### src/include/adc_flags_defs.svh
`ifndef ADC_FLAGS_DEFS_SVH
`define ADC_FLAGS_DEFS_SVH

// Register word offsets (byte addresses)
`define OFS_STATUS      4'h0
`define OFS_IRQ_ENABLE  4'h4
`define OFS_Q2_START    4'h8

// Status register bit positions
`define BIT_Q1_DONE     15
`define BIT_Q1_PAUSE    14
`define BIT_Q2_DONE     13
`define BIT_Q2_PAUSE    12
`define BIT_Q1_OVR      11
`define BIT_Q2_OVR      10

// Interrupt enable bit positions
`define EN_Q1_DONE      0
`define EN_Q1_PAUSE     1
`define EN_Q2_DONE      2
`define EN_Q2_PAUSE     3

// Command word table
`define LAST_LOCATION   6'd39
`define END_OF_QUEUE    6'd63

// Reset values
`define RST_IRQ_ENABLE  4'h0
`define RST_Q2_START    6'h28

`endif

### src/include/adc_flags_pkg.sv
`default_nettype none
package adc_flags_pkg;
   // Queue-1 run state
   typedef enum logic [2:0] {
      Q1_IDLE   = 3'b001,
      Q1_ACTIVE = 3'b010,
      Q1_PAUSED = 3'b100
   } q1State_t;
   // Queue trigger source class
   typedef enum logic [1:0] {
      TRIG_SOFTWARE = 2'b01,
      TRIG_HARDWARE = 2'b10
   } trigSrc_t;
endpackage
`default_nettype wire

### src/logic/adc_queue_status_flags.sv
`timescale 1ns/100ps
`default_nettype none
`include "adc_flags_defs.svh"

//------------------------------------------------------------
// Register map
//------------------------------------------------------------
// Offset 0: status word, flags in bits 15:10, queue status 9:6,
//           command pointer 5:0; only the flags respond to writes
// Offset 4: interrupt enables, bit 0 queue-1 done, bit 1 queue-1 pause,
//           bit 2 queue-2 done, bit 3 queue-2 pause
// Offset 8: queue-2 start pointer, six bits
// Other offsets read as zero and ignore writes
//
// Flag vector index order, high to low:
//   5 queue-1 done, 4 queue-1 pause, 3 queue-2 done,
//   2 queue-2 pause, 1 queue-1 overrun, 0 queue-2 overrun
// The queue-2 overrun source sits outside this block, so index 0
// only ever reads back as zero here.

module adc_queue_status_flags
   import adc_flags_pkg::*;
(
   input  wire logic        clk,
   input  wire logic        rst,
   // Avalon-MM slave
   input  wire logic [3:0]  address,
   input  wire logic        read,
   input  wire logic        write,
   input  wire logic [31:0] writedata,
   input  wire logic [3:0]  byteenable,
   output logic [31:0]      readdata,
   output logic             waitrequest,
   // Conversion engine: one-cycle pulse when a result is stored
   input  wire logic        resultStored,
   input  wire logic        resultQueue2,
   input  wire logic [5:0]  commandLocation,
   input  wire logic [5:0]  commandChannel,
   input  wire logic        commandPause,
   // Queue-1 trigger pulse and its source class
   input  wire logic        q1Trigger,
   input  wire logic        q1TriggerHardware,
   // Read-only status from the scheduler
   input  wire logic [3:0]  queueStatus,
   input  wire logic [5:0]  commandPointer,
   // Interrupt requests toward the level encoder
   output logic             q1IrqRequest,
   output logic             q2IrqRequest,
   output logic             q1Ended,
   output logic             q2Ended
);

   //------------------------------------------------------------
   // Bus decode
   //------------------------------------------------------------
   logic        busPhase_q;
   logic        accStatus;
   logic        rdStrobe;
   logic        wrStrobe;
   logic [5:0]  flags_q;
   logic [5:0]  readSeen_q;
   logic [3:0]  irqEnable_q;
   logic [5:0]  q2Start_q;
   q1State_t    q1State_q;
   logic [5:0]  setFlags;
   logic [5:0]  wrFlags;
   logic        lastQ1;
   logic        lastQ2;
   logic        accIrqEnable;
   logic        accQ2Start;
   logic        flagLane;
   logic [31:0] readMux;

   // Every access costs exactly one wait cycle: readdata is loaded on
   // the first edge and the strobes below fire on the second, so a
   // held request can never act twice. The price is a slower bus,
   // which a status block polled by software can easily afford.
   // One wait cycle per access so strobes act exactly once
   assign waitrequest = (read | write) & ~busPhase_q;
   assign rdStrobe    = read & busPhase_q;
   assign wrStrobe    = write & busPhase_q;
   assign accStatus   = (address == `OFS_STATUS);
   assign accIrqEnable = (address == `OFS_IRQ_ENABLE);
   assign accQ2Start   = (address == `OFS_Q2_START);
   // Flag clears need the byte lane that carries bits 15:8
   assign flagLane     = byteenable[1];

   always_ff @(posedge clk or posedge rst) begin
      if (rst) begin
         busPhase_q <= 1'b0;
      end else begin
         busPhase_q <= (read | write) & ~busPhase_q;
      end
   end

   //------------------------------------------------------------
   // End-of-queue detection
   //------------------------------------------------------------
   // The compare uses the pointer as it stands now, so a pointer moved
   // while queue 1 runs takes effect at the very next stored result.
   // The addition wraps in six bits, which is harmless: location 63
   // never occurs since the command table ends at location 39.
   // Queue 1 stops below the queue-2 start pointer, on the end code or at the table end
   assign lastQ1 = ((commandLocation + 6'd1) == q2Start_q)
                 | (commandChannel == `END_OF_QUEUE)
                 | (commandLocation == `LAST_LOCATION);
   // Queue 2 has no start-pointer boundary
   assign lastQ2 = (commandChannel == `END_OF_QUEUE)
                 | (commandLocation == `LAST_LOCATION);

   //------------------------------------------------------------
   // Flag set sources
   //------------------------------------------------------------
   // Set sources, one bit per flag in the index order above. A pause on
   // the last command sets both pause and done in the same cycle, and
   // both are set whatever the interrupt enables say, so software can
   // poll them.
   always_comb begin
      setFlags = 6'h00;
      if (resultStored && !resultQueue2) begin
         setFlags[5] = lastQ1;
         setFlags[4] = commandPause;
      end
      if (resultStored && resultQueue2) begin
         setFlags[3] = lastQ2;
         setFlags[2] = commandPause;
      end
      // Hardware trigger during an active scan is dropped and flagged
      setFlags[1] = q1Trigger && q1TriggerHardware
                  && (q1State_q == Q1_ACTIVE);
      setFlags[0] = 1'b0;  // Queue-2 overrun source lives elsewhere
   end

   // Writable flag bits pulled from the status word, byte lane 1 (bits 15:10)
   assign wrFlags = {writedata[`BIT_Q1_DONE], writedata[`BIT_Q1_PAUSE],
                     writedata[`BIT_Q2_DONE], writedata[`BIT_Q2_PAUSE],
                     writedata[`BIT_Q1_OVR],  writedata[`BIT_Q2_OVR]};

   //------------------------------------------------------------
   // Sticky flags with read-then-write-zero clear
   //------------------------------------------------------------
   // Each flag keeps its own read record. A set in the same cycle as an
   // armed clear wins and also drops the record, so software must read
   // the bit again before it can clear the new event. A result set on the
   // first edge of a read still arms the record at the accepting edge, though readdata missed it.
   genvar i;
   generate
      for (i = 0; i < 6; i++) begin : gFlag
         // Set beats a same-cycle clear so no event is lost
         always_ff @(posedge clk or posedge rst) begin
            if (rst) begin
               flags_q[i]    <= 1'b0;
               readSeen_q[i] <= 1'b0;
            end else if (setFlags[i]) begin
               flags_q[i]    <= 1'b1;
               readSeen_q[i] <= 1'b0;
            end else if (wrStrobe && accStatus && flagLane && readSeen_q[i]
                         && !wrFlags[i]) begin
               flags_q[i]    <= 1'b0;
               readSeen_q[i] <= 1'b0;
            end else if (rdStrobe && accStatus && flags_q[i]) begin
               readSeen_q[i] <= 1'b1;
            end
         end
      end
   endgenerate

   //------------------------------------------------------------
   // Queue-1 run state for overrun qualification
   //------------------------------------------------------------
   // Only the overrun logic needs this view of queue 1: a trigger from
   // any source starts or resumes the queue, and the stored result of
   // the last or a pausing command ends the scan. A pausing command that
   // is also the last one leaves the queue idle, not paused.
   always_ff @(posedge clk or posedge rst) begin
      if (rst) begin
         q1State_q <= Q1_IDLE;
      end else begin
         case (q1State_q)
            Q1_IDLE, Q1_PAUSED: begin
               if (q1Trigger) begin
                  q1State_q <= Q1_ACTIVE;
               end
            end
            Q1_ACTIVE: begin
               // Extra triggers here never disturb execution
               if (resultStored && !resultQueue2 && lastQ1) begin
                  q1State_q <= Q1_IDLE;
               end else if (resultStored && !resultQueue2 && commandPause) begin
                  q1State_q <= Q1_PAUSED;
               end
            end
            default: q1State_q <= Q1_IDLE;
         endcase
      end
   end

   //------------------------------------------------------------
   // Control registers
   //------------------------------------------------------------
   // Interrupt enables
   always_ff @(posedge clk or posedge rst) begin
      if (rst) begin
         irqEnable_q <= `RST_IRQ_ENABLE;
      end else if (wrStrobe && byteenable[0] && accIrqEnable) begin
         irqEnable_q <= writedata[3:0];
      end
   end

   // Queue-2 start pointer; queue 1 sees a new value on its next result
   always_ff @(posedge clk or posedge rst) begin
      if (rst) begin
         q2Start_q <= `RST_Q2_START;
      end else if (wrStrobe && byteenable[0] && accQ2Start) begin
         q2Start_q <= writedata[5:0];  // Takes effect at once for queue 1
      end
   end

   //------------------------------------------------------------
   // Read data, registered; read-only fields come straight from inputs
   //------------------------------------------------------------
   // Read multiplexer; no write path reaches the read-only fields
   always_comb begin
      readMux = 32'h0000_0000;
      case (address)
         `OFS_STATUS:     readMux = {16'h0000, flags_q, queueStatus, commandPointer};
         `OFS_IRQ_ENABLE: readMux = {28'h0000000, irqEnable_q};
         `OFS_Q2_START:   readMux = {26'h0000000, q2Start_q};
         default:         readMux = 32'h0000_0000;
      endcase
   end

   // Loaded on the first edge of a read, so it stands at the accepting edge
   always_ff @(posedge clk or posedge rst) begin
      if (rst) begin
         readdata <= 32'h0000_0000;
      end else if (read && !busPhase_q) begin
         readdata <= readMux;
      end
   end

   //------------------------------------------------------------
   // Interrupt requests, level encoding done outside
   //------------------------------------------------------------
   // Requests are levels: they follow the flags one cycle late and fall
   // one cycle after the acknowledging write or a disabling write.

   // Queue-1 request
   always_ff @(posedge clk or posedge rst) begin
      if (rst) begin
         q1IrqRequest <= 1'b0;
      end else begin
         q1IrqRequest <= (flags_q[5] & irqEnable_q[`EN_Q1_DONE])
                       | (flags_q[4] & irqEnable_q[`EN_Q1_PAUSE]);
      end
   end

   // Queue-2 request
   always_ff @(posedge clk or posedge rst) begin
      if (rst) begin
         q2IrqRequest <= 1'b0;
      end else begin
         q2IrqRequest <= (flags_q[3] & irqEnable_q[`EN_Q2_DONE])
                       | (flags_q[2] & irqEnable_q[`EN_Q2_PAUSE]);
      end
   end

   // Queue-1 end pulse, one cycle per ending result
   always_ff @(posedge clk or posedge rst) begin
      if (rst) begin
         q1Ended <= 1'b0;
      end else begin
         q1Ended <= resultStored & ~resultQueue2 & lastQ1;
      end
   end

   // Queue-2 end pulse, one cycle per ending result
   always_ff @(posedge clk or posedge rst) begin
      if (rst) begin
         q2Ended <= 1'b0;
      end else begin
         q2Ended <= resultStored & resultQueue2 & lastQ2;
      end
   end

endmodule // adc_queue_status_flags

`default_nettype wire

### config.mk
export PLATFORM = sky130hd
export DESIGN_NAME = adc_queue_status_flags
export DESIGN_NICKNAME = d
export VERILOG_FILES = /design/src/include/adc_flags_pkg.sv /design/src/logic/adc_queue_status_flags.sv
export VERILOG_INCLUDE_DIRS = /design/src /design/src/include
export SDC_FILE = /design/constraint.sdc
export NUM_CORES = 1
export LEC_CHECK = 0
export BUFFER_PORTS_ARGS = -buffer_cell sky130_fd_sc_hd__buf_4
export CORE_MARGIN = 2
export CORE_UTILIZATION = 45
export CTS_CLUSTER_DIAMETER = 40
export DETAILED_ROUTE_END_ITERATION = 10
export PLACE_DENSITY = 0.84
export SETUP_SLACK_MARGIN = 0.5
export SLEW_MARGIN = 20
export SYNTH_ARGS = -nofsm -noshare
export SYNTH_HDL_FRONTEND = slang
export SYNTH_SLANG_ARGS = --single-unit
export TNS_END_PERCENT = 20
### constraint.sdc
create_clock -name clk -period 2.3 [get_ports clk]
set_clock_uncertainty 0.05 [all_clocks]
set_input_delay 0.115 -clock clk [delete_from_list [all_inputs] [get_ports clk]]
set_output_delay 0.115 -clock clk [all_outputs]
set_load 0.1 [all_outputs]
; ---- Word-level counts from Yosys, hierarchy flattened
; Cells that the tools add are included.
[word_totals]
register_bits = 60
output_inout_bits = 37
wordCells = 129
in_bits = 71
[op_classes]
eq_ne = 10
n_addsub = 1
mux = 32
n_reduce_logical = 48
bitwise = 19
[ops]
columns = operator, n
row1 = 16-bit case mux with 3 select lines, 1
row2 = 1-bit logical AND, 28
row3 = 1-bit 2-to-1 mux, 25
row4 = 3-bit nonzero test, 5
row5 = 6-bit == test (second input constant), 2
row6 = 1-bit bitwise AND, 11
row7 = 2-bit nonzero test, 5
row8 = 3-bit 2-to-1 mux, 3
row9 = 1-bit zero test, 7
row10 = 6-bit by 1-bit adder with 6-bit output (second input constant), 1
row11 = 6-bit == test, 1
row12 = 1-bit bitwise OR, 6
row13 = 3-bit case mux with 2 select lines, 1
row14 = 4-bit by 3-bit == test with 1-bit output (second input constant), 1
row15 = 4-bit == test (second input constant), 1
row16 = 4-bit zero test, 1
row17 = 2-bit 2-to-1 mux, 2
row18 = 3-bit by 1-bit == test with 1-bit output (second input constant), 1
row19 = 3-bit by 2-bit == test with 1-bit output (second input constant), 1
row20 = 3-bit == test (second input constant), 1
row21 = 3-bit by 1-bit inequality test with 1-bit output (second input constant), 1
row22 = 2-bit inequality test (second input constant), 1
row23 = 1-bit NOT, 2
row24 = 2-bit AND reduction, 1
row25 = 2-bit OR reduction, 1

; ---- Logic depth before layout (Yosys ltp)
[depth]
ltp_word = 7
ltp_mapped = 7
mapped_depth_nobuf = 6

; ---- Worst setup path before layout
; Ideal clock, no wire load.
[synth_path]
kind = register -> register
startpoint = register busPhase_q
endpoint = register busPhase_q
setup_slack_ns = 0.264
arrival_ns = 1.719
path_buffers = 0
stages_incl_launch_ff = 2
cell_sequence = dfrtp_1 nor2_1
[synth_via]
elab_chain_len = 2
[synth_rtl]
columns = element, line_no
row1 = "start, declared", adc_queue_status_flags.sv:56  ; logic busPhase_q;
row2 = "start signal, assigned", adc_queue_status_flags.sv:92  ; busPhase_q <= (read | write) & ~busPhase_q;
row3 = 1-bit NOT, --
row4 = 1-bit bitwise AND, --
row5 = named net waitrequest, adc_queue_status_flags.sv:33  ; output logic waitrequest,
; The timed path passes the listed nets, and every way through them passes these cells.
; A chain may end at the register's enable or synchronous reset.

; ---- Worst setup path after layout
[layout_path]
startpoint = register q2Start_q[2]
endpoint = register q1State_q[1]
[layout_via]
elab_chain_len = 6
word_cells_on_any_way = 8
[layout_rtl]
columns = element, line_no
row1 = "start, declared", adc_queue_status_flags.sv:63  ; logic [5:0] q2Start_q;
row2 = "start signal, assigned", adc_queue_status_flags.sv:213  ; q2Start_q <= `RST_Q2_START;
row3 = "start signal, assigned", adc_queue_status_flags.sv:215  ; q2Start_q <= writedata[5:0];
row4 = 6-bit == test *, adc_queue_status_flags.sv:104  ; assign lastQ1 = ((commandLocation + 6'd1) == q2Start_q)
row5 = 1-bit bitwise OR * (2 in a row), adc_queue_status_flags.sv:104
row6 = 1-bit logical AND *, adc_queue_status_flags.sv:187  ; if (resultStored && !resultQueue2 && lastQ1) begin
row7 = 3-bit 2-to-1 mux or 3-bit by 1-bit inequality test with 1-bit output (tied branches), --
row8 = 3-bit case mux with 2 select lines or 2-bit AND reduction (tied branches), --
row9 = "end signal, assigned", adc_queue_status_flags.sv:182  ; q1State_q <= Q1_ACTIVE;
row10 = "end signal, assigned", adc_queue_status_flags.sv:188  ; q1State_q <= Q1_IDLE;
row11 = "end signal, assigned", adc_queue_status_flags.sv:190  ; q1State_q <= Q1_PAUSED;
row12 = "end, declared", adc_queue_status_flags.sv:64  ; q1State_t q1State_q;
; Mark *: on every way between the ends. The rest lies on a longest branch, timed or not.

==> load_flow_metrics.sql <==
INSERT INTO impl_metrics (metric_group, metric, value, unit) VALUES
('yosys', 'cell_variety_after_synth', '46', ''),
('route', 'dr.first_iter.drc_count', '107', ''),
('global_route', 'global_route.usage.met1', '0.229', ''),
('yosys', 'synth_adder_area_share', '0.00559', ''),
('floorplan', 'floorplan.die.height', '74.5', 'µm'),
('cts', 'clkSinkCount', '43', ''),
('yosys', 'ys_ff_latch', '43', ''),
('global_route', 'pin_count_of_the_biggest_net_entering_global_routing', '29', ''),
('global_route', 'grt_most_used_layer', 'met2', ''),
('final_layout', 'utilization', '0.620', ''),
('global_route', 'global_route.overflow_total', '0', ''),
('setup_path', 'worst-endpoint-required', '2.42', 'ns'),
('floorplan', 'pin_count', '108', ''),
('cts', 'clk_root_buffer_cell', 'clkbuf_8', ''),
('pwr', 'clock_power_share', '0.227', ''),
('global_route', 'met3_usage', '0.0407', ''),
('cts', 'buffers_from_clock_root_to_sink_at_most', '2', ''),
('sta', 'max_freq', '0.598', 'GHz'),
('sta', 'final-setup-viol-count', '0', ''),
('final_layout', 'area_growth', '31.8', '%'),
('route', 'drtAntennaViolNets', '0', ''),
('yosys', 'post_synth_xor_area_fraction', '0.0352', ''),
('cts', 'cts_tree', 'built', ''),
('setup_path', 'path_delay_family', 'compound AO/OA/AOI/OAI gates', ''),
('yosys', 'most_used_dff_post_synth', 'dfrtp_1', ''),
('floorplan', 'die_area', '0.00555', 'mm²'),
('yosys', 'yosysTopAreaCell', 'dfrtp_1', ''),
('floorplan', 'initial_core_util', '0.471', ''),
('yosys', 'instance_count_of_the_mapped_netlist', '211', ''),
('sta', 'finalWorstPathRequiredPeriod', '1.67', 'ns'),
('floorplan', 'die_width', '74.5', 'µm'),
('setup_path', 'path_class', 'reg2reg', ''),
('setup_path', 'worstSetupEndpointType', 'flip-flop', ''),
('global_route', 'groute.layer.met2.usage', '0.280', ''),
('setup_path', 'timing.critical_path.cells', 'xor2_1 -> o211ai_1 -> o21ai_1 -> o41ai_4 -> buf_4 -> o32ai_1', ''),
('yosys', 'synth_compound_gate_area_share', '0.144', ''),
('pwr', 'total_switching_power', '766', 'µW'),
('pwr', 'power.switching_fraction', '0.372', ''),
('cts', 'cts_made_buffers', '5', ''),
('route', 'wl_per_cell', '12.8', 'µm'),
('pwr', 'power.share.sequential', '0.456', ''),
('final_layout', 'multi_input_area', '0.00104', 'mm²'),
('setup_path', 'slowest_stage_cell_cp', 'dfrtp_2', ''),
('placed_design', 'dp.final_hpwl', '3640', 'µm'),
('yosys', 'synth-warning-count', '0', ''),
('route', 'post-route-drc-count', '0', ''),
('floorplan', 'core_area', '0.00475', 'mm²'),
('pwr', 'p_leak', '1.40', 'nW'),
('sta', 'hold_viol', '0', ''),
('yosys', 'syn-cell-area', '0.00224', 'mm²'),
('outcome', 'status', 'finished clean', ''),
('pwr', 'comb_power_share', '0.318', ''),
('final_layout', 'register_area', '0.00108', 'mm²'),
('final_layout', 'layout_commonest_cell', 'buf_4', ''),
('route', 'vias_per_cell', '4.90', ''),
('global_route', 'wire_length_of_the_first_global_routing_pass', '7190', 'µm'),
('sta', 'slew_viols_final', '0', ''),
('setup_path', 'worstSetupStartpointType', 'flip-flop', ''),
('yosys', 'mean_instance_size_in_the_synthesized_netlist', '10.6', 'µm²'),
('floorplan', 'fp-row-count', '25', ''),
('setup_path', 'critPathMaxStageDelay', '0.45', 'ns'),
('yosys', 'yosys-top-cells-area', 'dfrtp_1, buf_4, nand2_1, mux2_2, o21ai_0', ''),
('yosys', 'synth_simple_gate_area_frac', '0.173', ''),
('final_layout', 'most-common-layout-cells', 'buf_4, dfrtp_1, nand2_1, o21ai_0, conb_1', ''),
('global_route', 'grt_pass1_vias', '1621', ''),
('cts', 'clock_tree.htree_level_count', '2', ''),
('final_layout', 'final_layout_size_suffix_gt1_frac', '0.345', ''),
('global_route', 'grt_antenna_before_repair', '0', ''),
('pwr', 'vdd_drop_max', '0.306', 'mV'),
('sta', 'timing.hold.ws', '0.0151', 'ns'),
('hold_path', 'worstHoldPathType', 'in2reg', '');
## registers in the layout, summed over array words and instances, names as in the netlist
name,cells
q2Ended,1
q1IrqRequest,1
q2IrqRequest,1
q1Ended,1
q1State_q,3
readSeen_q,5
flags_q,5
irqEnable_q,4
busPhase_q,1
q2Start_q,6
readdata,15
## cell usage after synthesis (4+ instances only)
cell / instances
a21oi_1: 4
a22o_1: 6
buf_4: 18
clkbuf_1: 4
dfrtp_1: 40
inv_1: 4
mux2_2: 10
mux2i_1: 6
nand2_1: 31
nand3_1: 4
nand3b_1: 5
nor2_1: 6
o21ai_0: 18
o31ai_1: 4
xnor2_1: 5
xor2_1: 4
## routing by layer
| layer | wire, µm | vias up |
|---|---|---|
| li1 | - | 876 |
| met1 | 2080 | 820 |
| met2 | 2220 | 63 |
| met3 | 280 | 6 |
| met4 | 40 | 0 |
| met5 | 0 | - |
## worst register-to-register path: stages (launching register included)
cell and delay (ns):
dfrtp_2 0.45, xor2_1 0.16, o211ai_1 0.16, o21ai_1 0.13, o41ai_4 0.35, buf_4 0.19
o32ai_1 0.07
## repair_timing
| item | CTS | global route |
|---|---|---|
| hold buffers | 8 | 2 |
| pin swaps | 1 | 1 |
| resized for setup | 0 | 2 |
| buffers inserted | 0 | 1 |
| endpoints found under the setup margin | 2 | 5 |
| gates cloned | 0 | 0 |
| hold endpoints to repair | 44 | 2 |
## final timing paths
path                                     startpoint                          to  slack, ns  cells after the start
max                        q2Start_q[2]$_DFFE_PP0P_    q1State_q[1]$_DFFE_PP0P_       0.63                      6
min                                    writedata[2]  irqEnable_q[2]$_DFFE_PP0P_       0.02                      2
max reg2reg                q2Start_q[2]$_DFFE_PP0P_    q1State_q[1]$_DFFE_PP0P_       0.63                      6
min reg2reg                 readdata[6]$_DFFE_PP0P_     readdata[6]$_DFFE_PP0P_       0.43                      2
max in group asynchronous                       rst    q1State_q[0]$_DFFE_PP1P_       1.47                      4
min in group asynchronous                       rst     readdata[0]$_DFFE_PP0P_       0.35                      4
## through the flow
stage / std cells / power [mW] / setup WS [ns] / cell area [µm²]
after global placement: 341 / 1.58 / 0.484 / 2750
after global routing: 360 / 2.16 / 0.500 / 2950
after CTS: 357 / 2.07 / 0.563 / 2920
after detailed placement: 341 / 1.59 / 0.434 / 2750
after floorplan: 227 / 1.45 / 0.718 / 2300
final: 360 / 2.06 / 0.627 / 2950
## power groups by stage
stage	Combinational, mW	Sequential [mW]	Clock (mW)
2_1_floorplan	0.378	1.07	0
3_3_place_gp	0.630	0.946	0
5_1_grt	0.692	0.950	0.516
6_report	0.654	0.937	0.466
3_5_place_dp	0.642	0.951	0
4_1_cts	0.654	0.936	0.485
## cells by family after synthesis
| family | Yosys count |
|---|---|
| buffers and inverters | 28 |
| adder cells (fa/ha/maj) | 1 |
| other | 1 |
| AO/OA/AOI/OAI | 44 |
| AND/OR/NAND/NOR | 69 |
| XOR/XNOR | 9 |
| flip-flops | 43 |
| multiplexers | 16 |
## layout make-up
cell class,instances,area share
clock buffer,5,0.0233
clock inverter,3,0.00679
inverter,4,0.00509
multi-input combinational,156,0.353
sequential,43,0.367
tap,67,0.0284
timing repair buffer,82,0.217
(Power assumes the default switching activity.)
